===== src/design/asca_pkg.sv =====
// Package: register map, field positions and encodings of serial control register A
package asca_pkg;
  // Register indices as printed; byte address is four times the index
  localparam logic [7:0] ASCA_IDX_CTRL_A_CH0 = 8'h00;
  localparam logic [7:0] ASCA_IDX_CTRL_A_CH1 = 8'h01;
  localparam logic [7:0] ASCA_IDX_IRQ_STAT = 8'h02;
  localparam logic [7:0] ASCA_IDX_IRQ_MASK = 8'h03;
  localparam logic [7:0] ASCA_IDX_FMT_CTRL = 8'h04;
  localparam logic [7:0] ASCA_IDX_FLAGS = 8'h05;
  localparam int ASCA_ADDR_SHIFT = 2;

  // Control register A fields
  localparam int ASCA_B_WAKE = 7;
  localparam int ASCA_B_RXON = 6;
  localparam int ASCA_B_TXON = 5;
  localparam int ASCA_B_CH = 4;
  localparam int ASCA_B_ADDR = 3;
  localparam int ASCA_B_WIDTH = 2;
  localparam int ASCA_B_PAR = 1;
  localparam int ASCA_B_STOP = 0;

  localparam logic [7:0] ASCA_RST_CTRL_CH0 = 8'h10;
  localparam logic [7:0] ASCA_RST_CTRL_CH1 = 8'h00;
  localparam logic [7:0] ASCA_WRITE_MASK = 8'hf7;

  // Per-channel flag positions (flags register and interrupt status)
  localparam int ASCA_F_FULL = 0;
  localparam int ASCA_F_OVERRUN_FLAG = 1;
  localparam int ASCA_F_FRAME = 2;
  localparam int ASCA_F_PAR = 3;
  localparam int ASCA_F_TXE = 4;
  localparam int ASCA_NFLAGS = 5;
  localparam int ASCA_CH_STRIDE = 8;
endpackage


===== src/design/asca_ctrl.sv =====
// Two-channel async serial control register A with flags, format decode and interrupt
//
// Added by the designer: the APB slave port.
`timescale 1ns/1ps
`default_nettype none
// Behaviour
// - Without address frame format, wake filter bit has no effect.
// - Address format with filter on: only address-bit-one bytes set flags.
// - Address format with filter off: every byte updates flags.
// - Receiver enable gates reception; clearing aborts frame, flags kept.
// - Receiver enable forced to zero in reset and io halt.
// - Transmitter enable gates sending; clearing aborts, empty flag held.
// - Transmitter enable forced to zero in reset and io halt.
// - Channel 0 bit 4 drives active-low request-to-send output directly.
// - Bit 3 read returns last received address bit in address format.
// - Writing zero to bit 3 clears overrun, framing, parity flags.
// - Address bit read-back is not initialised by reset.
// - Bits 2-0 choose data width, parity and stop count.
// - Channel 1 bit 4 selects end-of-transfer output or serial clock.
// - Address format frame carries address bit instead of parity.
module asca_ctrl
  import asca_pkg::*;
#(
  parameter int NCH = 2
) (
  // Clock, reset, enable
  input wire logic mclk_i,
  input wire logic rst_n_i,
  input wire logic clk_en_i,
  // APB slave
  input wire logic psel_i,
  input wire logic penable_i,
  input wire logic pwrite_i,
  input wire logic [7:0] paddr_i,
  input wire logic [31:0] pwdata_i,
  output logic [31:0] prdata_o,
  output logic pready_o,
  output logic pslverr_o,
  // Chip state
  input wire logic io_halt_state_i,
  // Receiver and transmitter events per channel (same clock)
  input wire logic [NCH-1:0] rx_done_i,
  input wire logic [NCH-1:0] rx_addr_bit_i,
  input wire logic [NCH-1:0] rx_overrun_i,
  input wire logic [NCH-1:0] rx_frame_err_i,
  input wire logic [NCH-1:0] rx_parity_err_i,
  input wire logic [NCH-1:0] rx_data_read_i,
  input wire logic [NCH-1:0] tx_load_i,
  input wire logic [NCH-1:0] tx_taken_i,
  // Controls to the shifters
  output logic [NCH-1:0] rx_on_o,
  output logic [NCH-1:0] tx_on_o,
  output logic [NCH-1:0] data_width_sel_o,
  output logic [NCH-1:0] parity_on_o,
  output logic [NCH-1:0] stop_count_sel_o,
  output logic [NCH-1:0] address_frame_format_o,
  // Pins
  output logic request_to_send_ch0_n_o,
  output logic ch1_clock_pin_select_o,
  // Interrupt
  output logic irq_o
);
  // ----------------------------------------------------------------
  // Address decode
  // ----------------------------------------------------------------
  function automatic logic hit(input logic [7:0] a, input logic [7:0] idx);
    hit = (a[1:0] == 2'h0) && (a[7:ASCA_ADDR_SHIFT] == idx[7-ASCA_ADDR_SHIFT:0]);
  endfunction

  logic wr_acc;
  logic rd_acc;
  assign wr_acc = psel_i && penable_i && pwrite_i && clk_en_i;
  assign rd_acc = psel_i && penable_i && !pwrite_i && clk_en_i;

  // ----------------------------------------------------------------
  // State
  // ----------------------------------------------------------------
  logic [7:0] ctrl_ff [NCH];
  logic [7:0] nxt_ctrl [NCH];
  logic [NCH-1:0] addr_rb_ff;
  logic [NCH-1:0] nxt_addr_rb;
  logic [NCH-1:0] fmt_ff;
  logic [NCH-1:0] nxt_fmt;
  logic [ASCA_NFLAGS-1:0] flag_ff [NCH];
  logic [ASCA_NFLAGS-1:0] nxt_flag [NCH];
  logic [ASCA_NFLAGS-1:0] ist_ff [NCH];
  logic [ASCA_NFLAGS-1:0] nxt_ist [NCH];
  logic [ASCA_NFLAGS-1:0] imask_ff [NCH];
  logic [ASCA_NFLAGS-1:0] nxt_imask [NCH];
  logic [31:0] prdata_ff;
  logic [31:0] nxt_prdata;
  logic pready_ff;
  logic nxt_pready;
  logic pslverr_ff;
  logic nxt_pslverr;
  logic irq_ff;
  logic nxt_irq;
  logic rts_n_ff;
  logic nxt_rts_n;
  logic clk_sel_ff;
  logic nxt_clk_sel;
  // Pin-side parity enable gets its own flop; address format overrides it
  logic [NCH-1:0] par_on_ff;
  logic [NCH-1:0] nxt_par_on;

  // ----------------------------------------------------------------
  // Next-state logic
  // ----------------------------------------------------------------
  always_comb begin
    logic mapped;
    logic accept;
    logic [ASCA_NFLAGS-1:0] ev;
    logic [ASCA_NFLAGS-1:0] irq_any;
    logic [7:0] ctl_idx;
    mapped = 1'b0;
    accept = 1'b0;
    ev = '0;
    irq_any = '0;
    ctl_idx = 8'h00;
    nxt_addr_rb = addr_rb_ff;
    nxt_fmt = fmt_ff;
    nxt_prdata = prdata_ff;
    nxt_pslverr = 1'b0;
    // One wait state: answer comes on the second access cycle
    nxt_pready = psel_i && penable_i && !pready_ff;
    for (int c = 0; c < NCH; c++) begin
      nxt_ctrl[c] = ctrl_ff[c];
      nxt_flag[c] = flag_ff[c];
      nxt_ist[c] = ist_ff[c];
      nxt_imask[c] = imask_ff[c];
      ctl_idx = (c == 0) ? ASCA_IDX_CTRL_A_CH0 : ASCA_IDX_CTRL_A_CH1;
      // Control register write; read-back bit is not stored
      if (wr_acc && pready_ff && hit(paddr_i, ctl_idx)) begin
        nxt_ctrl[c] = (pwdata_i[7:0] & ASCA_WRITE_MASK) | (ctrl_ff[c] & ~ASCA_WRITE_MASK);
        if (!pwdata_i[ASCA_B_ADDR]) begin
          nxt_flag[c][ASCA_F_OVERRUN_FLAG] = 1'b0;
          nxt_flag[c][ASCA_F_FRAME] = 1'b0;
          nxt_flag[c][ASCA_F_PAR] = 1'b0;
        end
      end
      if (wr_acc && pready_ff && hit(paddr_i, ASCA_IDX_FMT_CTRL)) begin
        nxt_fmt[c] = pwdata_i[c];
      end
      if (wr_acc && pready_ff && hit(paddr_i, ASCA_IDX_IRQ_MASK)) begin
        nxt_imask[c] = pwdata_i[c*ASCA_CH_STRIDE +: ASCA_NFLAGS];
      end
      if (wr_acc && pready_ff && hit(paddr_i, ASCA_IDX_IRQ_STAT)) begin
        nxt_ist[c] = ist_ff[c] & ~pwdata_i[c*ASCA_CH_STRIDE +: ASCA_NFLAGS];
      end
      // Reading data clears full flag; a new byte after it wins below
      if (rx_data_read_i[c]) begin
        nxt_flag[c][ASCA_F_FULL] = 1'b0;
      end
      if (tx_load_i[c] && ctrl_ff[c][ASCA_B_TXON]) begin
        nxt_flag[c][ASCA_F_TXE] = 1'b0;
      end
      if (tx_taken_i[c] && ctrl_ff[c][ASCA_B_TXON]) begin
        nxt_flag[c][ASCA_F_TXE] = 1'b1;
      end
      // Receive acceptance: wake filter, then enabled receiver
      if (!fmt_ff[c] || !ctrl_ff[c][ASCA_B_WAKE]) begin
        accept = rx_done_i[c];
      end else begin
        accept = rx_done_i[c] && rx_addr_bit_i[c];
      end
      accept = accept && ctrl_ff[c][ASCA_B_RXON];
      ev = '0;
      if (accept) begin
        ev[ASCA_F_FULL] = 1'b1;
        ev[ASCA_F_OVERRUN_FLAG] = rx_overrun_i[c];
        ev[ASCA_F_FRAME] = rx_frame_err_i[c];
        // Address format carries no parity bit
        ev[ASCA_F_PAR] = rx_parity_err_i[c] && ctrl_ff[c][ASCA_B_PAR] && !fmt_ff[c];
      end
      if (rx_done_i[c] && ctrl_ff[c][ASCA_B_RXON]) begin
        nxt_addr_rb[c] = rx_addr_bit_i[c];
      end
      // Sets win over clears
      nxt_flag[c] = nxt_flag[c] | ev;
      nxt_ist[c] = nxt_ist[c] | ev;
      if (tx_taken_i[c] && ctrl_ff[c][ASCA_B_TXON]) begin
        nxt_ist[c][ASCA_F_TXE] = 1'b1;
      end
      // Halt clears flags as reset does; tx empty reads as set
      if (io_halt_state_i) begin
        nxt_ctrl[c][ASCA_B_RXON] = 1'b0;
        nxt_ctrl[c][ASCA_B_TXON] = 1'b0;
        nxt_flag[c] = '0;
        nxt_flag[c][ASCA_F_TXE] = 1'b1;
      end
      nxt_par_on[c] = nxt_ctrl[c][ASCA_B_PAR] && !nxt_fmt[c];
      // From next state, so irq tracks the status without a cycle of lag
      irq_any = irq_any | (nxt_ist[c] & nxt_imask[c]);
      // Read data
      // Latched in the first access cycle only, so it stands while pready does
      if (rd_acc && !pready_ff && hit(paddr_i, ctl_idx)) begin
        nxt_prdata = {24'h000000, ctrl_ff[c]};
        nxt_prdata[ASCA_B_ADDR] = fmt_ff[c] ? addr_rb_ff[c] : 1'b0;
      end
      mapped = mapped | hit(paddr_i, ctl_idx);
    end
    mapped = mapped | hit(paddr_i, ASCA_IDX_IRQ_STAT) | hit(paddr_i, ASCA_IDX_IRQ_MASK)
           | hit(paddr_i, ASCA_IDX_FMT_CTRL) | hit(paddr_i, ASCA_IDX_FLAGS);
    if (rd_acc && !pready_ff) begin
      if (hit(paddr_i, ASCA_IDX_IRQ_STAT) || hit(paddr_i, ASCA_IDX_IRQ_MASK)
          || hit(paddr_i, ASCA_IDX_FLAGS) || hit(paddr_i, ASCA_IDX_FMT_CTRL)) begin
        nxt_prdata = 32'h00000000;
      end
      for (int c = 0; c < NCH; c++) begin
        if (hit(paddr_i, ASCA_IDX_IRQ_STAT)) begin
          nxt_prdata[c*ASCA_CH_STRIDE +: ASCA_NFLAGS] = ist_ff[c];
        end
        if (hit(paddr_i, ASCA_IDX_IRQ_MASK)) begin
          nxt_prdata[c*ASCA_CH_STRIDE +: ASCA_NFLAGS] = imask_ff[c];
        end
        if (hit(paddr_i, ASCA_IDX_FLAGS)) begin
          nxt_prdata[c*ASCA_CH_STRIDE +: ASCA_NFLAGS] = flag_ff[c];
        end
        if (hit(paddr_i, ASCA_IDX_FMT_CTRL)) begin
          nxt_prdata[c] = fmt_ff[c];
        end
      end
      if (!mapped) begin
        nxt_prdata = 32'h00000000;
      end
    end
    // Unmapped or unaligned: error rides with the answer, write dropped
    if (psel_i && penable_i && !pready_ff && !mapped) begin
      nxt_pslverr = 1'b1;
    end
    nxt_irq = |irq_any;
    // Pin follows the written value at the write edge, no extra delay
    nxt_rts_n = nxt_ctrl[0][ASCA_B_CH];
    // Single-channel builds hold the pin select low
    nxt_clk_sel = (NCH > 1) ? nxt_ctrl[NCH-1][ASCA_B_CH] : 1'b0;
  end

  // ----------------------------------------------------------------
  // Registers
  // ----------------------------------------------------------------
  always_ff @(posedge mclk_i) begin
    if (!rst_n_i) begin
      for (int c = 0; c < NCH; c++) begin
        ctrl_ff[c] <= (c == 0) ? ASCA_RST_CTRL_CH0 : ASCA_RST_CTRL_CH1;
        flag_ff[c] <= '0;
        flag_ff[c][ASCA_F_TXE] <= 1'b1;
        ist_ff[c] <= '0;
        imask_ff[c] <= '0;
      end
      fmt_ff <= '0;
      par_on_ff <= '0;
      prdata_ff <= 32'h00000000;
      pready_ff <= 1'b0;
      pslverr_ff <= 1'b0;
      irq_ff <= 1'b0;
      rts_n_ff <= ASCA_RST_CTRL_CH0[ASCA_B_CH];
      clk_sel_ff <= 1'b0;
    end else if (clk_en_i) begin
      for (int c = 0; c < NCH; c++) begin
        ctrl_ff[c] <= nxt_ctrl[c];
        flag_ff[c] <= nxt_flag[c];
        ist_ff[c] <= nxt_ist[c];
        imask_ff[c] <= nxt_imask[c];
      end
      fmt_ff <= nxt_fmt;
      par_on_ff <= nxt_par_on;
      prdata_ff <= nxt_prdata;
      pready_ff <= nxt_pready;
      pslverr_ff <= nxt_pslverr;
      irq_ff <= nxt_irq;
      rts_n_ff <= nxt_rts_n;
      clk_sel_ff <= nxt_clk_sel;
    end
  end

  // Left out of reset on purpose; value after reset undefined
  always_ff @(posedge mclk_i) begin
    if (clk_en_i) begin
      addr_rb_ff <= nxt_addr_rb;
    end
  end

  // ----------------------------------------------------------------
  // Outputs
  // ----------------------------------------------------------------
  generate
    for (genvar g = 0; g < NCH; g++) begin : g_out
      assign rx_on_o[g] = ctrl_ff[g][ASCA_B_RXON];
      assign tx_on_o[g] = ctrl_ff[g][ASCA_B_TXON];
      assign data_width_sel_o[g] = ctrl_ff[g][ASCA_B_WIDTH];
      assign parity_on_o[g] = par_on_ff[g];
      assign stop_count_sel_o[g] = ctrl_ff[g][ASCA_B_STOP];
      assign address_frame_format_o[g] = fmt_ff[g];
    end
  endgenerate

  assign prdata_o = prdata_ff;
  assign pready_o = pready_ff;
  assign pslverr_o = pslverr_ff;
  assign irq_o = irq_ff;
  assign request_to_send_ch0_n_o = rts_n_ff;
  assign ch1_clock_pin_select_o = clk_sel_ff;
endmodule
`default_nettype wire


===== config.mk =====
export PLATFORM = sky130hd
export DESIGN_NAME = asca_ctrl
export DESIGN_NICKNAME = d
export VERILOG_FILES = /design/src/design/asca_pkg.sv /design/src/design/asca_ctrl.sv
export SDC_FILE = /design/constraint.sdc
export NUM_CORES = 1
export LEC_CHECK = 0
export BUFFER_PORTS_ARGS = -buffer_cell sky130_fd_sc_hd__buf_2
export CORE_MARGIN = 5
export CORE_UTILIZATION = 35
export DETAILED_ROUTE_END_ITERATION = 10
export GPL_TIMING_DRIVEN = 1
export HOLD_SLACK_MARGIN = 0.02
export SLEW_MARGIN = 5
export SYNTH_ARGS = -nofsm -noshare
export SYNTH_HDL_FRONTEND = slang
export SYNTH_SLANG_ARGS = --single-unit

===== constraint.sdc =====
create_clock -name mclk_i -period 2.4 [get_ports mclk_i]
set_input_delay 0.36 -clock mclk_i [delete_from_list [all_inputs] [get_ports mclk_i]]
set_output_delay 0.36 -clock mclk_i [all_outputs]
set_load 0.01 [all_outputs]

==> metrics <==
arrival time at the worst endpoint=2.46 ns; DP HPWL=9280 microns; Clock Pin Slew Worst Setup and Hold Paths=0.06 ns; Core Area=0.0115 sq mm; total iterations of the first detailed-routing run=5; CP max FO=7; Hold Crit Depth=1; PortBufs=92; relative max-transition margin=0.552; post-synth top area share=0.332; Yosys reg bits=87; Syn Nets=482; H-tree levels=3; metal2 WL=5920 microns; fin nets=584; DIE WIDTH=119 microns; Post-route DRC=0; worst setup margin=0.144 ns; # IOs=112; initial DRC count=319; Final Hold Viols=0; number of max-cap violations=0; Slew @ Worst Pin=0.672 ns; starting density of the core=0.361; final period utilization=0.940; fin. max-slew vios=0; Worst VDD drop=0.275 mV; largest net degree at the start of global routing=32; hold_ws=0.205 ns; top_reg_cell synth=edfxtp_1; CTS Buf Count=9; Clock Skews=0.00744 ns; max layer used=met4; postcts setup bufs=0; status=completed; async set-reset flop share out of synthesis=0; dpl ws=-0.0133 ns; Setup TNS=0 ns; Sink Count=87; CTS tree=done; Post-Route M1 WL=5520 microns; met3 routed WL=904 microns; routed wire length=12600 microns; Die H=119 microns; Post-Synthesis Cells=419; first-pass GRT wire length=20000 microns; WL/cell=18.8 microns; Seq/Total Area, Yosys=0.530; RSZ-0062 raised after global routing=false; Via density=5.52; vias=3695; count of final setup violators=0; share of layout cells above drive strength 1=0.276; Post-synth top cells=46 x edfxtp_1, 41 x dfxtp_1, 41 x nand2_1; Total Power=3.46 mW; grt ovf=0; ANT cells=0; Yosys cell types=51; Setup CP Type=reg2reg; Post-synth EDFFs=46; number of cell rows=39; Clock Tree Buf Depth=2; Die ar.=0.0142 sq mm; GRT Total Usage=0.180; syn_area_per_cell=9.92 sq um; Max Clock Freq=443 MHz; leading area contributor after synthesis=edfxtp_1; worst endpoint required time=2.60 ns; antenna viol nets, final=0; area grow syn2layout=25.4%; Hold Crit Class=in2reg; Worst setup EP type=flip-flop; initial antenna violation count=0; Synth area leaders=edfxtp_1 33%, dfxtp_1 20%, nand2_1 3.7%, a21oi_1 3.6%, mux2i_1 3.6%; synth warn=0; CTS Hold Bufs=0; clk_lat worst skew=0.35 ns; vias in the first global route=3724; CTS root buf=clkbuf_16; gp weighted congestion=0.853; Gates resized, CTS repair=0; Period minus WS final=2.26 ns; Pwr Density=664 mW/mm^2; Syn Std Cell Area=0.00416 sq mm; most frequent cell after synthesis=edfxtp_1; Leak Pwr=2.30 nW; Critical Path Start Type=flip-flop; R2R depth=6
[cells in the final DEF (no fill, tap or decap), types with 2 or more instances in the layout]
cell type / Yosys / routed
a221oi_1: 5 / 5
o21ai_0: 27 / 26
nand2_1: 41 / 41
o21ai_1: 5 / 6
a31oi_1: 8 / 8
and2_1: 8 / 8
buf_4: 8 / 25
a22o_1: 6 / 6
or3_4: 2 / 2
a211oi_1: 2 / 2
o221ai_1: 2 / 2
dfxtp_1: 41 / 41
a21oi_1: 30 / 30
clkbuf_16: 0 / 13
nor4b_4: 2 / 2
nand3_1: 13 / 13
edfxtp_1: 46 / 46
buf_2: 2 / 92
clkbuf_1: 16 / 2
and3_1: 23 / 23
inv_1: 15 / 15
nor3_1: 7 / 7
buf_12: 0 / 2
mux2i_1: 15 / 15
nand2b_1: 2 / 2
nand4_1: 3 / 3
nor2_1: 38 / 38
a21o_1: 4 / 4
o31ai_1: 6 / 6
nor2b_1: 9 / 9
a22oi_1: 10 / 10
[worst max-delay path, cell delays in order (launching register included)]
cell,delay [ns]
dfxtp_1,0.46
and3b_1,0.23
nand2_1,0.23
o32ai_1,0.44
a21oi_1,0.07
a2111oi_1,0.51
a31oi_1,0.16
[kinds of logic (layout without fill, tap and decap cells)]
kind of cell	count (synthesis)	after routing	synth area share
and+or+nand+nor	157	157	0.201
AOI/OAI and AO/OA	116	116	0.179
DFF	87	87	0.530
buffers and inverters	43	150	0.0503
muxes	16	16	0.0397
[through the flow]
step                instance area [sq um]  cells   util
global placement                     4870    653  0.423
CTS                                  5210    669  0.453
global route                         5210    669  0.453
finish                               5210    669  0.453
floorplan                            4160    419      -
detailed placement                   4870    653  0.423
[power breakdown]
| group | internal [mW] | switching, mW |
|---|---|---|
| Sequential | 1.62 | 0.0306 |
| Combinational | 0.101 | 0.162 |
| Clock | 0.959 | 0.592 |
[path summary, 6_finish.rpt]
path	startpoint	end	slack (ns)
max	pready_o$_SDFFE_PN0P_	irq_o$_SDFFE_PN0P_	0.14
min reg2reg	prdata_o[6]$_SDFFE_PN0P_	prdata_o[6]$_SDFFE_PN0P_	0.47
min	rx_addr_bit_i[0]	addr_rb_ff[0]$_DFFE_PP_	0.20
max reg2reg	pready_o$_SDFFE_PN0P_	irq_o$_SDFFE_PN0P_	0.14
[registers in the layout, indices dropped and copies added, names as in the netlist]
signal,cells
pslverr_o,1
addr_rb_ff,2
ist_ff,10
request_to_send_ch0_n_o,1
ctrl_ff,14
prdata_o,32
pready_o,1
imask_ff,10
flag_ff,10
parity_on_o,2
address_frame_format_o,2
irq_o,1
ch1_clock_pin_select_o,1
[cell type report]
cell class	count	area (sq um)
timing repair buffer	119	688
sequential	87	2200
clock inverter	1	8.76
clock buffer	15	333
tap	143	179
inverter	15	56.3
multi-input combinational	289	1750
fill	1126	6300
[per-layer routing]
metal | vias up | GRT usage
met4 | 0 | 0.0731
met1 | 1790 | 0.237
li1 | 1745 | -
met3 | 17 | 0.0355
met2 | 143 | 0.292
met5 | - | 0
Note: power is estimated with default switching activity, not from simulation.
